**src/rtl/walk_defines.svh**
```systemverilog
`ifndef WALK_DEFINES_SVH
`define WALK_DEFINES_SVH

// register byte offsets on the APB side
`define REG_CTRL      8'h00
`define REG_TBASE     8'h04
`define REG_DOMAIN    8'h08
`define REG_SWVA      8'h0C
`define REG_STATUS    8'h10
`define REG_PA        8'h14
`define REG_ATTR      8'h18

// control register fields
`define CTRL_START    0
`define CTRL_S        1
`define CTRL_R        2
`define CTRL_WR       3
`define CTRL_PRIV     4
`define CTRL_RST      5'h00

// status register fields
`define ST_BUSY       0
`define ST_DONE       1
`define ST_FAULT      2
`define ST_FSR_LO     4
`define ST_DOM_LO     8
`define ST_SIZE_LO    12

// attribute register fields
`define ATTR_CB_LO    8
`define ATTR_DOM_LO   10

// table base keeps bits 31:14, the rest read as zero
`define TBASE_LO      14
`define TBASE_RST     18'h00000
`define DOMAIN_RST    32'h00000000

// descriptor type codes in bits 1:0
`define L1_INVALID    2'h0
`define L1_COARSE     2'h1
`define L1_SECTION    2'h2
`define L1_FINE       2'h3
`define L2_INVALID    2'h0
`define L2_LARGE      2'h1
`define L2_SMALL      2'h2
`define L2_TINY       2'h3

// domain access values
`define DOM_CLIENT    2'h1
`define DOM_MANAGER   2'h3

// fault status codes
`define FS_NONE       4'h0
`define FS_XLAT_SECT  4'h5
`define FS_XLAT_PAGE  4'h7
`define FS_DOM_SECT   4'h9
`define FS_DOM_PAGE   4'hB
`define FS_PERM_SECT  4'hD
`define FS_PERM_PAGE  4'hF

`endif

```
**src/rtl/walk_pkg.sv**
```systemverilog
package walk_pkg;

    typedef enum logic [3:0] {
        WS_IDLE  = 4'h1,
        WS_L1    = 4'h2,
        WS_L2    = 4'h4,
        WS_CHECK = 4'h8
    } walk_state_e;

    typedef enum logic [2:0] {
        SZ_NONE    = 3'h0,
        SZ_SECTION = 3'h1,
        SZ_LARGE   = 3'h2,
        SZ_SMALL   = 3'h3,
        SZ_TINY    = 3'h4
    } page_size_e;

    typedef struct packed {
        logic [31:0] va;     // remapped_virtual_address
        logic        write;
        logic        priv;
    } xlat_req_s;

    typedef struct packed {
        logic [31:0] pa;
        logic        fault;
        logic [3:0]  fsr;
        logic [3:0]  domain;
        logic [7:0]  ap;     // access_permission_field(s)
        logic [1:0]  cb;
        page_size_e  size;
    } xlat_resp_s;

endpackage : walk_pkg

```
**src/rtl/page_table_walk_decoder.sv**
```systemverilog
// Chosen here: the APB interface to the registers and the register offsets.
`timescale 1ns/1ps
`include "walk_defines.svh"

module page_table_walk_decoder
    import walk_pkg::*;
(
    input  wire logic        pclk,        // clock, 20 MHz
    input  wire logic        presetn,     // async reset, active low
    input  wire logic        psel,        // APB select
    input  wire logic        penable,     // APB access phase
    input  wire logic        pwrite,      // APB write
    input  wire logic [7:0]  paddr,       // APB byte address
    input  wire logic [31:0] pwdata,      // APB write data
    output logic [31:0]      prdata,      // APB read data
    output logic             pready,      // APB ready
    output logic             pslverr,     // APB error
    input  wire logic        xlat_valid,  // core translation request
    input  xlat_req_s        xlat_in,     // core request fields
    output logic             xlat_busy,   // walk in progress
    output logic             xlat_done,   // one-cycle completion pulse
    output xlat_resp_s       xlat_out,    // translation result
    output logic             mem_req,     // table fetch request
    output logic [31:0]      mem_addr,    // table fetch address
    input  wire logic [31:0] mem_rdata,   // fetched descriptor
    input  wire logic        mem_ack      // fetch data valid
);

    walk_state_e state_r;
    logic [31:0] va_r;
    logic        write_r;
    logic        priv_r;
    logic [31:0] l1_desc_r;
    logic [31:0] l2_desc_r;
    logic        mem_req_r;
    logic [31:0] mem_addr_r;
    logic        done_pulse_r;
    logic        busy_r;
    xlat_resp_s  res_r;

    logic [4:0]  ctrl_r;
    logic [17:0] tbase_r;                 // table_base_pointer 31:14
    logic [31:0] domain_r;
    logic [31:0] swva_r;
    logic        sw_pend_r;
    logic        done_st_r;

    logic [31:0] prdata_r;
    logic        pready_r;
    logic        pslverr_r;

    logic        apb_wr;
    logic        start_core;
    logic        start_sw;
    logic [31:0] start_va;

    page_size_e  pg_size;
    logic [31:0] pg_pa;
    logic [7:0]  pg_ap_all;
    logic [1:0]  pg_ap_sel;
    logic [1:0]  pg_cb;
    logic        pg_bad;

    xlat_resp_s  fin;
    logic [31:0] rd_data;
    logic        rd_err;

    // level one entry: 16KB-aligned table, one word per 1MB
    function automatic logic [31:0] l1_addr(input logic [17:0] base,
                                            input logic [31:0] va);
        l1_addr = {base, va[31:20], 2'h0};
    endfunction : l1_addr

    // level two entry inside a coarse or fine table
    function automatic logic [31:0] l2_addr(input logic [31:0] d1,
                                            input logic [31:0] va);
        if (d1[1:0] == `L1_FINE)
            l2_addr = {d1[31:12], va[19:10], 2'h0};
        else
            l2_addr = {d1[31:10], va[19:12], 2'h0};
    endfunction : l2_addr

    // permission field against mode, direction and the S and R controls
    function automatic logic ap_ok(input logic [1:0] ap,
                                   input logic       s,
                                   input logic       r,
                                   input logic       priv,
                                   input logic       wr);
        case (ap)
            2'h0: begin
                if (s && !r)
                    ap_ok = priv && !wr;
                else if (!s && r)
                    ap_ok = !wr;
                else
                    ap_ok = 1'b0;
            end
            2'h1:    ap_ok = priv;
            2'h2:    ap_ok = priv || !wr;
            default: ap_ok = 1'b1;
        endcase
    endfunction : ap_ok

    assign apb_wr     = psel && penable && pready_r && pwrite;
    assign start_core = (state_r == WS_IDLE) && xlat_valid;
    assign start_sw   = (state_r == WS_IDLE) && !xlat_valid && sw_pend_r;
    assign start_va   = xlat_valid ? xlat_in.va : swva_r;

    page_desc_decode u_l2_decode (
        .desc      (l2_desc_r),
        .va        (va_r),
        .from_fine (l1_desc_r[1:0] == `L1_FINE),
        .size      (pg_size),
        .pa        (pg_pa),
        .ap_all    (pg_ap_all),
        .ap_sel    (pg_ap_sel),
        .cb        (pg_cb),
        .bad       (pg_bad)
    );

    // walk sequencing and table fetches
    always_ff @(posedge pclk or negedge presetn) begin
        if (!presetn) begin
            state_r    <= WS_IDLE;
            va_r       <= 32'h00000000;
            write_r    <= 1'b0;
            priv_r     <= 1'b0;
            l1_desc_r  <= 32'h00000000;
            l2_desc_r  <= 32'h00000000;
            mem_req_r  <= 1'b0;
            mem_addr_r <= 32'h00000000;
        end else begin
            case (state_r)
                WS_IDLE: begin
                    if (start_core || start_sw) begin
                        va_r       <= start_va;
                        write_r    <= xlat_valid ? xlat_in.write
                                                 : ctrl_r[`CTRL_WR];
                        priv_r     <= xlat_valid ? xlat_in.priv
                                                 : ctrl_r[`CTRL_PRIV];
                        mem_req_r  <= 1'b1;
                        mem_addr_r <= l1_addr(tbase_r, start_va);
                        state_r    <= WS_L1;
                    end
                end
                WS_L1: begin
                    if (mem_ack) begin
                        l1_desc_r <= mem_rdata;
                        if (mem_rdata[1:0] == `L1_COARSE ||
                            mem_rdata[1:0] == `L1_FINE) begin
                            mem_addr_r <= l2_addr(mem_rdata, va_r);
                            state_r    <= WS_L2;
                        end else begin
                            mem_req_r <= 1'b0;
                            state_r   <= WS_CHECK;
                        end
                    end
                end
                WS_L2: begin
                    if (mem_ack) begin
                        l2_desc_r <= mem_rdata;
                        mem_req_r <= 1'b0;
                        state_r   <= WS_CHECK;
                    end
                end
                WS_CHECK: begin
                    state_r <= WS_IDLE;
                end
                default: begin
                    mem_req_r <= 1'b0;
                    state_r   <= WS_IDLE;
                end
            endcase
        end
    end

    // outcome of a walk: translation, domain and permission checks
    always_comb begin
        logic [3:0] dom;
        logic [1:0] dacv;
        logic [1:0] ap;
        logic       sect;
        dom  = l1_desc_r[8:5];
        dacv = domain_r[{dom, 1'b0} +: 2];
        sect = (l1_desc_r[1:0] == `L1_SECTION);
        ap   = sect ? l1_desc_r[11:10] : pg_ap_sel;
        fin.pa     = 32'h00000000;
        fin.fault  = 1'b0;
        fin.fsr    = `FS_NONE;
        fin.domain = dom;
        fin.ap     = sect ? {6'h00, l1_desc_r[11:10]} : pg_ap_all;
        fin.cb     = sect ? l1_desc_r[3:2] : pg_cb;
        fin.size   = sect ? SZ_SECTION : pg_size;
        if (l1_desc_r[1:0] == `L1_INVALID) begin
            fin.fault  = 1'b1;
            fin.fsr    = `FS_XLAT_SECT;
            fin.domain = 4'h0;
            fin.ap     = 8'h00;
            fin.cb     = 2'h0;
            fin.size   = SZ_NONE;
        end else if (!sect && pg_bad) begin
            fin.fault = 1'b1;
            fin.fsr   = `FS_XLAT_PAGE;
        end else if (dacv != `DOM_CLIENT && dacv != `DOM_MANAGER) begin
            fin.fault = 1'b1;
            fin.fsr   = sect ? `FS_DOM_SECT : `FS_DOM_PAGE;
        end else if (dacv == `DOM_CLIENT &&
                     !ap_ok(ap, ctrl_r[`CTRL_S], ctrl_r[`CTRL_R],
                            priv_r, write_r)) begin
            fin.fault = 1'b1;
            fin.fsr   = sect ? `FS_PERM_SECT : `FS_PERM_PAGE;
        end else begin
            // address only leaves once every check has passed
            fin.pa = sect ? {l1_desc_r[31:20], va_r[19:0]}
                          : pg_pa;
        end
    end

    // result holding and completion signalling
    always_ff @(posedge pclk or negedge presetn) begin
        if (!presetn) begin
            res_r        <= '0;
            done_pulse_r <= 1'b0;
            busy_r       <= 1'b0;
        end else begin
            done_pulse_r <= (state_r == WS_CHECK);
            busy_r       <= !(state_r == WS_CHECK) &&
                            (start_core || start_sw ||
                             state_r != WS_IDLE);
            if (state_r == WS_CHECK)
                res_r <= fin;
        end
    end

    // software-writable control state
    always_ff @(posedge pclk or negedge presetn) begin
        if (!presetn) begin
            ctrl_r   <= `CTRL_RST;
            tbase_r  <= `TBASE_RST;
            domain_r <= `DOMAIN_RST;
            swva_r   <= 32'h00000000;
        end else if (apb_wr) begin
            case (paddr)
                `REG_CTRL:   ctrl_r   <= {pwdata[4:1], 1'b0};
                `REG_TBASE:  tbase_r  <= pwdata[31:`TBASE_LO];
                `REG_DOMAIN: domain_r <= pwdata;
                `REG_SWVA:   swva_r   <= pwdata;
                default: ;
            endcase
        end
    end

    // software start request and sticky completion flag
    always_ff @(posedge pclk or negedge presetn) begin
        if (!presetn) begin
            sw_pend_r <= 1'b0;
            done_st_r <= 1'b0;
        end else begin
            if (apb_wr && paddr == `REG_CTRL && pwdata[`CTRL_START])
                sw_pend_r <= 1'b1;
            else if (start_sw)
                sw_pend_r <= 1'b0;
            // a completion in the clearing cycle keeps the flag set
            if (state_r == WS_CHECK)
                done_st_r <= 1'b1;
            else if (apb_wr && paddr == `REG_STATUS &&
                     pwdata[`ST_DONE])
                done_st_r <= 1'b0;
        end
    end

    always_comb begin
        rd_data = 32'h00000000;
        rd_err  = 1'b0;
        case (paddr)
            `REG_CTRL:   rd_data = {27'h0000000, ctrl_r[4:1], sw_pend_r};
            `REG_TBASE:  rd_data = {tbase_r, 14'h0000};
            `REG_DOMAIN: rd_data = domain_r;
            `REG_SWVA:   rd_data = swva_r;
            `REG_STATUS: begin
                rd_data[`ST_BUSY]               = busy_r;
                rd_data[`ST_DONE]               = done_st_r;
                rd_data[`ST_FAULT]              = res_r.fault;
                rd_data[`ST_FSR_LO +: 4]        = res_r.fsr;
                rd_data[`ST_DOM_LO +: 4]        = res_r.domain;
                rd_data[`ST_SIZE_LO +: 3]       = res_r.size;
            end
            `REG_PA:     rd_data = res_r.pa;
            `REG_ATTR: begin
                rd_data[7:0]                    = res_r.ap;
                rd_data[`ATTR_CB_LO +: 2]       = res_r.cb;
                rd_data[`ATTR_DOM_LO +: 4]      = res_r.domain;
            end
            default:     rd_err  = 1'b1;
        endcase
    end

    // APB answer: one access cycle, data and error captured in setup
    always_ff @(posedge pclk or negedge presetn) begin
        if (!presetn) begin
            pready_r  <= 1'b0;
            prdata_r  <= 32'h00000000;
            pslverr_r <= 1'b0;
        end else begin
            pready_r  <= psel && !penable;
            pslverr_r <= psel && !penable && rd_err;
            if (psel && !penable && !pwrite)
                prdata_r <= rd_data;
            else
                prdata_r <= 32'h00000000;
        end
    end

    assign prdata    = prdata_r;
    assign pready    = pready_r;
    assign pslverr   = pslverr_r;
    assign xlat_busy = busy_r;
    assign xlat_done = done_pulse_r;
    assign xlat_out  = res_r;
    assign mem_req   = mem_req_r;
    assign mem_addr  = mem_addr_r;

endmodule : page_table_walk_decoder

```
**src/rtl/page_desc_decode.sv**
```systemverilog
`timescale 1ns/1ps
`include "walk_defines.svh"

module page_desc_decode
    import walk_pkg::*;
(
    input  wire logic [31:0] desc,      // level two descriptor
    input  wire logic [31:0] va,        // remapped_virtual_address
    input  wire logic        from_fine, // table was a fine table
    output page_size_e       size,      // decoded page size
    output logic [31:0]      pa,        // physical address
    output logic [7:0]       ap_all,    // permission fields as held
    output logic [1:0]       ap_sel,    // field governing this access
    output logic [1:0]       cb,        // cacheable, bufferable
    output logic             bad        // page translation fault
);

    always_comb begin
        size   = SZ_NONE;
        pa     = 32'h00000000;
        ap_all = 8'h00;
        ap_sel = 2'h0;
        bad    = 1'b0;
        cb     = desc[3:2];
        case (desc[1:0])
            `L2_LARGE: begin
                size   = SZ_LARGE;
                pa     = {desc[31:16], va[15:0]};
                ap_all = desc[11:4];
                case (va[15:14])
                    2'h0:    ap_sel = desc[5:4];
                    2'h1:    ap_sel = desc[7:6];
                    2'h2:    ap_sel = desc[9:8];
                    default: ap_sel = desc[11:10];
                endcase
            end
            `L2_SMALL: begin
                size   = SZ_SMALL;
                pa     = {desc[31:12], va[11:0]};
                ap_all = desc[11:4];
                case (va[11:10])
                    2'h0:    ap_sel = desc[5:4];
                    2'h1:    ap_sel = desc[7:6];
                    2'h2:    ap_sel = desc[9:8];
                    default: ap_sel = desc[11:10];
                endcase
            end
            `L2_TINY: begin
                // coarse tables cannot locate tiny pages
                size   = SZ_TINY;
                bad    = ~from_fine;
                pa     = {desc[31:10], va[9:0]};
                ap_all = {6'h00, desc[5:4]};
                ap_sel = desc[5:4];
            end
            default: begin
                bad = 1'b1;
            end
        endcase
    end

endmodule : page_desc_decode

```
**config.mk**
```make
export PLATFORM = sky130hd
export DESIGN_NAME = page_table_walk_decoder
export DESIGN_NICKNAME = d
export VERILOG_FILES = /design/src/rtl/walk_pkg.sv /design/src/rtl/page_table_walk_decoder.sv /design/src/rtl/page_desc_decode.sv
export VERILOG_INCLUDE_DIRS = /design/src /design/src/rtl
export SDC_FILE = /design/constraint.sdc
export NUM_CORES = 1
export LEC_CHECK = 0
export ABC_AREA = 0
export BUFFER_PORTS_ARGS = -buffer_cell sky130_fd_sc_hd__buf_2
export CAP_MARGIN = 10
export CORE_ASPECT_RATIO = 1.2
export CORE_MARGIN = 5
export CORE_UTILIZATION = 51
export CTS_CLUSTER_SIZE = 30
export DETAILED_ROUTE_END_ITERATION = 7
export GPL_TIMING_DRIVEN = 0
export PLACE_DENSITY = 0.85
export SLEW_MARGIN = 15
export SYNTH_ARGS = -nofsm -noshare
export SYNTH_HDL_FRONTEND = slang
export SYNTH_SLANG_ARGS = --single-unit
export TNS_END_PERCENT = 1
```
**constraint.sdc**
```tcl
create_clock -name pclk -period 2.3 [get_ports pclk]
set_input_delay 0.23 -clock pclk [delete_from_list [all_inputs] [get_ports pclk]]
set_output_delay 0.23 -clock pclk [all_outputs]
set_load 0.05 [all_outputs]
```
Word level (Yosys, flattened, before mapping)
Index checks and enable logic that the tools add are counted.
{"block": "totals", "ff_bits": 301, "inputBits": 113, "out_inout_bits": 123, "wordCells": 172}
{"block": "classes", "n_eq_ne": 32, "n_shift": 1, "n_mux": 58, "bitwise_logic": 2, "n_reduce_logical": 53}
{"op": "$mux W32", "count": 10}
{"op": "$pmux W32 S3", "count": 1}
{"op": "$pmux W17 S4", "count": 1}
{"op": "$pmux W32 S2", "count": 1}
{"op": "$pmux W10 S6", "count": 1}
{"op": "$shiftx A32 B6 Y2", "count": 1}
{"op": "$eq A8 B5 Y1 const B", "count": 3}
{"op": "$logic_and A1 B1 Y1", "count": 20}
{"op": "$mux W5", "count": 4}
{"op": "$pmux W2 S3", "count": 3}
{"op": "$pmux W3 S6", "count": 1}
{"op": "$mux W17", "count": 1}
{"op": "$eq A2 B2 Y1 const B", "count": 8}
{"op": "$eq A8 B4 Y1 const B", "count": 2}
{"op": "$mux W1", "count": 16}
{"op": "$mux W4", "count": 4}
{"op": "$pmux W8 S2", "count": 1}
{"op": "$reduce_and A2 Y1", "count": 7}
{"op": "$eq A2 B1 Y1 const B", "count": 6}
{"op": "$mux W12", "count": 1}
{"op": "$pmux W4 S3", "count": 1}
{"op": "$ne A2 B2 Y1 const B", "count": 5}
{"op": "$pmux W1 S5", "count": 2}
{"op": "$logic_not A1 Y1", "count": 9}
{"op": "24 further kinds", "count": 37}

Logic depth before layout (Yosys ltp)
{"block": "depth", "ltp_word": 15, "ltp_mapped": 10}

By module
From an unflattened synthesis, not the netlist that was laid out.
{"block": "unflattened", "hier_cells": 1186, "hier_area_um2": 13812.0}
{"mod": "page_table_walk_decoder", "instances": 1, "cells_each": 1102, "area_per_inst_um2": 13226.4}
{"mod": "page_desc_decode", "instances": 1, "cells_each": 84, "area_per_inst_um2": 585.6}

Least setup slack after synthesis
Ideal clock, no wire load.
{"block": "synth_timing", "kind": "reg2reg", "start": "reg l2_desc_r[0]", "end": "reg res_r, in the netlist xlat_out[44]", "setup_time_ps": 96, "arrival_time_ps": 2174, "setup_slack_ps": 30, "path_stages_with_launch": 10, "path_cell_list": "dfrtp_1 > ha_1 > o21bai_1 > a221oi_1 > o21ai_1 > a22oi_1 > mux2i_2 > o211ai_2 > buf_2 > o31ai_1"}
{"block": "synth_between", "elab_chain_len": 14, "elab_cells_between_ends": 23}
{"item": "start: declaration", "line": "page_table_walk_decoder.sv:34", "text": "logic [31:0] l2_desc_r;"}
{"item": "start signal: assignment", "line": "page_table_walk_decoder.sv:161", "text": "l2_desc_r <= mem_rdata;"}
{"item": "$eq A2 B2 Y1 / $eq A2 B1 Y1 (equally long branches)", "line": "page_desc_decode.sv:25", "text": "case (desc[1:0])"}
{"item": "$pmux W2 S3", "line": "page_desc_decode.sv:25"}
{"item": "$mux W2", "line": "page_table_walk_decoder.sv:186", "text": "ap = sect ? l1_desc_r[11:10] : pg_ap_sel;"}
{"item": "$eq A2 B2 Y1 (tied with other cells)", "line": "page_table_walk_decoder.sv:89", "text": "case (ap)"}
{"item": "$pmux W1 S3", "line": "page_table_walk_decoder.sv:89"}
{"item": "$mux W1", "line": "page_table_walk_decoder.sv:204", "text": "end else if (dacv != `DOM_CLIENT && dacv != `DOM_MANAGER) begin"}
{"item": "$mux W1", "line": "page_table_walk_decoder.sv:201", "text": "end else if (!sect && pg_bad) begin"}
{"item": "$mux W1", "line": "page_table_walk_decoder.sv:194", "text": "if (l1_desc_r[1:0] == `L1_INVALID) begin"}
{"item": "$logic_not A1 Y1", "line": "page_table_walk_decoder.sv:208", "text": "!ap_ok(ap, ctrl_r[`CTRL_S], ctrl_r[`CTRL_R],"}
{"item": "$logic_and A1 B1 Y1", "line": "page_table_walk_decoder.sv:207", "text": "end else if (dacv == `DOM_CLIENT &&"}
{"item": "$mux W32", "line": "page_table_walk_decoder.sv:207"}
{"item": "$mux W32", "line": "page_table_walk_decoder.sv:204"}
{"item": "$mux W32 (*)", "line": "page_table_walk_decoder.sv:201"}
{"item": "$mux W32 (*)", "line": "page_table_walk_decoder.sv:194"}
{"item": "end signal: assignment", "line": "page_table_walk_decoder.sv:231", "text": "res_r <= fin;"}
{"item": "end: declaration", "line": "page_table_walk_decoder.sv:39", "text": "xlat_resp_s res_r;"}
Mark *: on every way between the ends. The rest lies on a longest branch, timed or not. The select of a mux whose other input is x is not followed.
A chain may end at the register's enable or synchronous reset.

Final worst setup path
{"block": "layout_timing", "start": "reg l1_desc_r[5]", "end": "reg res_r, in the netlist xlat_out[29]"}
{"block": "layout_between", "elab_chain_len": 7, "elab_cells_between_ends": 10}
{"item": "start: declaration", "line": "page_table_walk_decoder.sv:33", "text": "logic [31:0] l1_desc_r;"}
{"item": "start signal: assignment", "line": "page_table_walk_decoder.sv:148", "text": "l1_desc_r <= mem_rdata;"}
{"item": "$shiftx A32 B6 Y2 (*)", "line": "page_table_walk_decoder.sv:184", "text": "dacv = domain_r[{dom, 1'b0} +: 2];"}
{"item": "$eq A2 B1 Y1 (no line)"}
{"item": "$logic_and A1 B1 Y1", "line": "page_table_walk_decoder.sv:207"}
{"item": "$mux W32", "line": "page_table_walk_decoder.sv:207"}
{"item": "$mux W32 (*)", "line": "page_table_walk_decoder.sv:204"}
{"item": "$mux W32 (*)", "line": "page_table_walk_decoder.sv:201"}
{"item": "$mux W32 (*)", "line": "page_table_walk_decoder.sv:194"}
Mark *: on every way between the ends. The rest lies on a longest branch, timed or not.

==> impl_metrics.toml <==
[run_status]
status = "finished, violations left"
violations = "setup timing"

[timing]
fmax_mhz = 393
tns_ns = -5.72
period_needed_ns = 2.55
relSlewSlack = 0.433
worstMarginPinSlew_ns = 0.845
hold_viol_final = 0
final-max-slew-violation-count = 0
final-setup-viol-count = 34
finClkSkew_ns = 0.0183
fin_ws_ns = -0.248
min_period_over_period = 1.11
rsz0062_at_grt = "true"

[logic_synthesis]
yosys-top-cells-area = "dfrtp_1 (55%), mux2_2 (16%), mux2i_1 (4.3%)"
synth.distinct_cells = 55
synth_top_area_cell = "dfrtp_1"
avgSynthCellArea_sq_um = 11.9
ys_ff_latch = 288
synth-main-ff-cell = "dfrtp_1"
async_flop_share = 1.00
synth_area_sq_um = 13100
synth_top_area_frac = 0.548
syn_inst = 1105
ys_seq_area_frac = 0.550
ys_warn_count = 0
synth_edf_count = 0

[die]
core-area_sq_um = 25400
fp.dieH_microns = 186
ios = 236
initial_core_util = 0.516
dieArea_sq_um = 29000
num_rows = 64
chipWidth_microns = 156

[setup_path]
worstReg2RegEnd = "xlat_out[29]"
cp_max_fo = 10
cp_top_family = "compound AO/OA/AOI/OAI gates"
path_cells = "buf_12, mux4_2, nor2b_4, a211oi_2, a21oi_2, or2_4, o211a_4, buf_8, a32o_1"
rr_worst_depth = 9
critPathKind = "register to register"
required_ns = 2.74
worst-path-buf-inv = 2
rrSetupSlack_ns = -0.25
worstPathArrival_ns = 2.98
endpoint_kind = "register"
cp_slowest_cell = "mux4_2"
r2r_start = "l1_desc_r[5]"
critPathLaunchType = "register"
cp_slowest_stage_delay_ns = 0.51

[grt]
grt_antenna_before_repair = 1
grt_overflow = 0
grtUsageTotal = 0.290
grt_first_pass_wirelength_microns = 64400
grt_max_degree = 108
grt_pass1_vias = 11257

[clock_tree]
clock_latency_ns = 0.55
path_clk_slew_ns = 0.06
htree_num_levels = 1
ctsRootBufferMaster = "clkbuf_16"
numCtsBuffers = 29
cts_sinks = 288
clock_path_buffers = 3
cts_tree = "yes"

[layout]
antenna_cells = 0
layout.cells.non_filler = 1793
multi_input_area_sq_um = 5630
area_growth_pct = 26.9
nFillCells = 1868
drive_gt1_frac = 0.365
fin_nets = 1565
register_area_sq_um = 7210

[detailed_routing]
wl_microns = 43800
antenna_left = 0
firstDrtPassIters = 8
drt-initial-drc-count = 1107
vias = 11022
wl_per_cell_microns = 24.4
drc = 0
viasPerCell = 6.15

[placement]
port_buffers = 232
hpwl_microns = 32200
dpl.cell_count = 1671
place.gp.congestion = 0.958

[run]
maxCapViolCount = 0

[power_and_ir_drop]
p_per_area_nw_per_um2 = 1090
p_leak_nw = 8.08
ir_drop_mv = 1.04

[min_path]
worstHoldStart = "penable"
min_to = "pready"
hold_class = "primary input to register"
holdPathStages = 3
kinds of logic after synthesis:
family,after synthesis,share of synthesized area
fa+ha+maj,4,0.00382
simple gates,259,0.0836
flops,288,0.550
buf+inv,84,0.0275
compound gates,220,0.116
xor+xnor,1,0.000668
other cells,1,0.000286
mux,248,0.219
cell usage in the layout, fill, tap and decap left out, types with 3 or more instances in the layout:
master,n
a32o_1,10
dfrtp_1,284
o31ai_1,21
clkbuf_4,5
nor3_1,5
nand3_1,10
a21oi_1,57
ha_1,3
buf_6,3
nand2b_1,5
nand3b_1,5
a31oi_1,19
clkbuf_8,3
dlygate4sd3_1,67
o21ai_0,29
inv_1,6
clkbuf_2,7
buf_4,15
mux4_1,5
nand2_1,122
dfrtp_2,3
clkbuf_1,37
o21a_1,5
mux4_2,5
buf_16,3
clkinv_2,4
mux2i_1,56
buf_1,13
clkbuf_16,30
nor2b_1,3
a22oi_1,34
nor2_1,90
bufinv_16,3
mux2_2,181
a222oi_1,22
buf_2,238
worst reg2reg max path, delay by kind of cell (launching register included):
family,cells,cell delay [ns]
compound gates,4,0.78
simple gates,2,0.43
flops,1,0.41
buf+inv,2,0.30
mux,1,0.51
worst max path at each step:
stage	startpoint	to	cells past startpoint
3_3_place_gp	presetn	mem_addr[26]	1
2_1_floorplan	l2_desc_r[0]	xlat_out[44]	9
3_5_place_dp	state_r[2]	mem_addr[17]	5
5_1_grt	l1_desc_r[5]	xlat_out[25]	9
4_1_cts	l1_desc_r[5]	xlat_out[25]	9
6_report	l1_desc_r[5]	xlat_out[29]	9
through the flow:
stage          power [mW]  setup WS [ns]  hold slack, ns  utilization  area (sq um)
2_1_floorplan        10.9         0.0303         -0.0656            -         13100
3_5_place_dp         12.9         -0.571           0.137        0.582         14800
6_report             18.2         -0.248          0.0125        0.655         16600
4_1_cts              17.8         -0.225         0.00424        0.649         16500
5_1_grt              18.9         -0.296          0.0210        0.655         16600
3_3_place_gp         12.6          -4.08           0.463        0.578         14700
where the power goes:
group / total [mW] / switching [mW] / internal, mW
Sequential: 7.07 / 0.954 / 6.11
Clock: 4.67 / 1.95 / 2.71
Combinational: 6.46 / 4.12 / 2.34
flip-flops by register name (all words and copies together), names as in the netlist, 4 cells and up:
register	flops
xlat_out	53
domain_r	32
va_r	20
l2_desc_r	32
swva_r	32
l1_desc_r	22
prdata	32
tbase_r	18
mem_addr	30
state_r	4
ctrl_r	4
layout make-up:
cell class,count,area share
sequential,288,0.434
multi-input combinational,734,0.339
timing repair buffer,312,0.122
clock buffer,36,0.0470
tap,330,0.0248
buffer,77,0.0242
clock inverter,10,0.00805
inverter,6,0.00135
synth_stat cells (2+ instances only):
cell and instances:
a32o_1 10, o31ai_1 23, nor2b_1 3, mux4_2 3
clkbuf_1 48, o21ai_1 2, o21ai_0 29, o21a_1 5
o22ai_1 2, a222oi_1 22, and2_1 2, a31oi_1 19
a221oi_1 2, buf_4 3, a21oi_1 59, inv_1 6
ha_1 4, nand2_1 123, nor2_1 93, mux4_1 7
nand3_1 11, mux2_2 181, buf_2 9, a32oi_1 2
a22oi_1 34, nand2b_1 6, dfrtp_1 287, buf_6 3
mux2i_1 56, nand3b_1 5, nor3_1 7, a22o_1 2
buf_1 15
routing by layer:
layer	routed length (microns)	track usage	up-vias
met3	4510	0.0563	214
met2	20700	0.482	734
met4	3640	0.182	2
met5	17	0	-
met1	14900	0.348	5368
li1	-	-	4704
timing repair:
item	CTS	global route
endpoints found under the hold margin	264	0
gates resized for setup	33	36
cloned	0	1
buffers inserted	4	5
pin swaps	6	16
hold buffers	67	0
endpoints found under the setup margin	140	170
(Power assumes the default switching activity.)
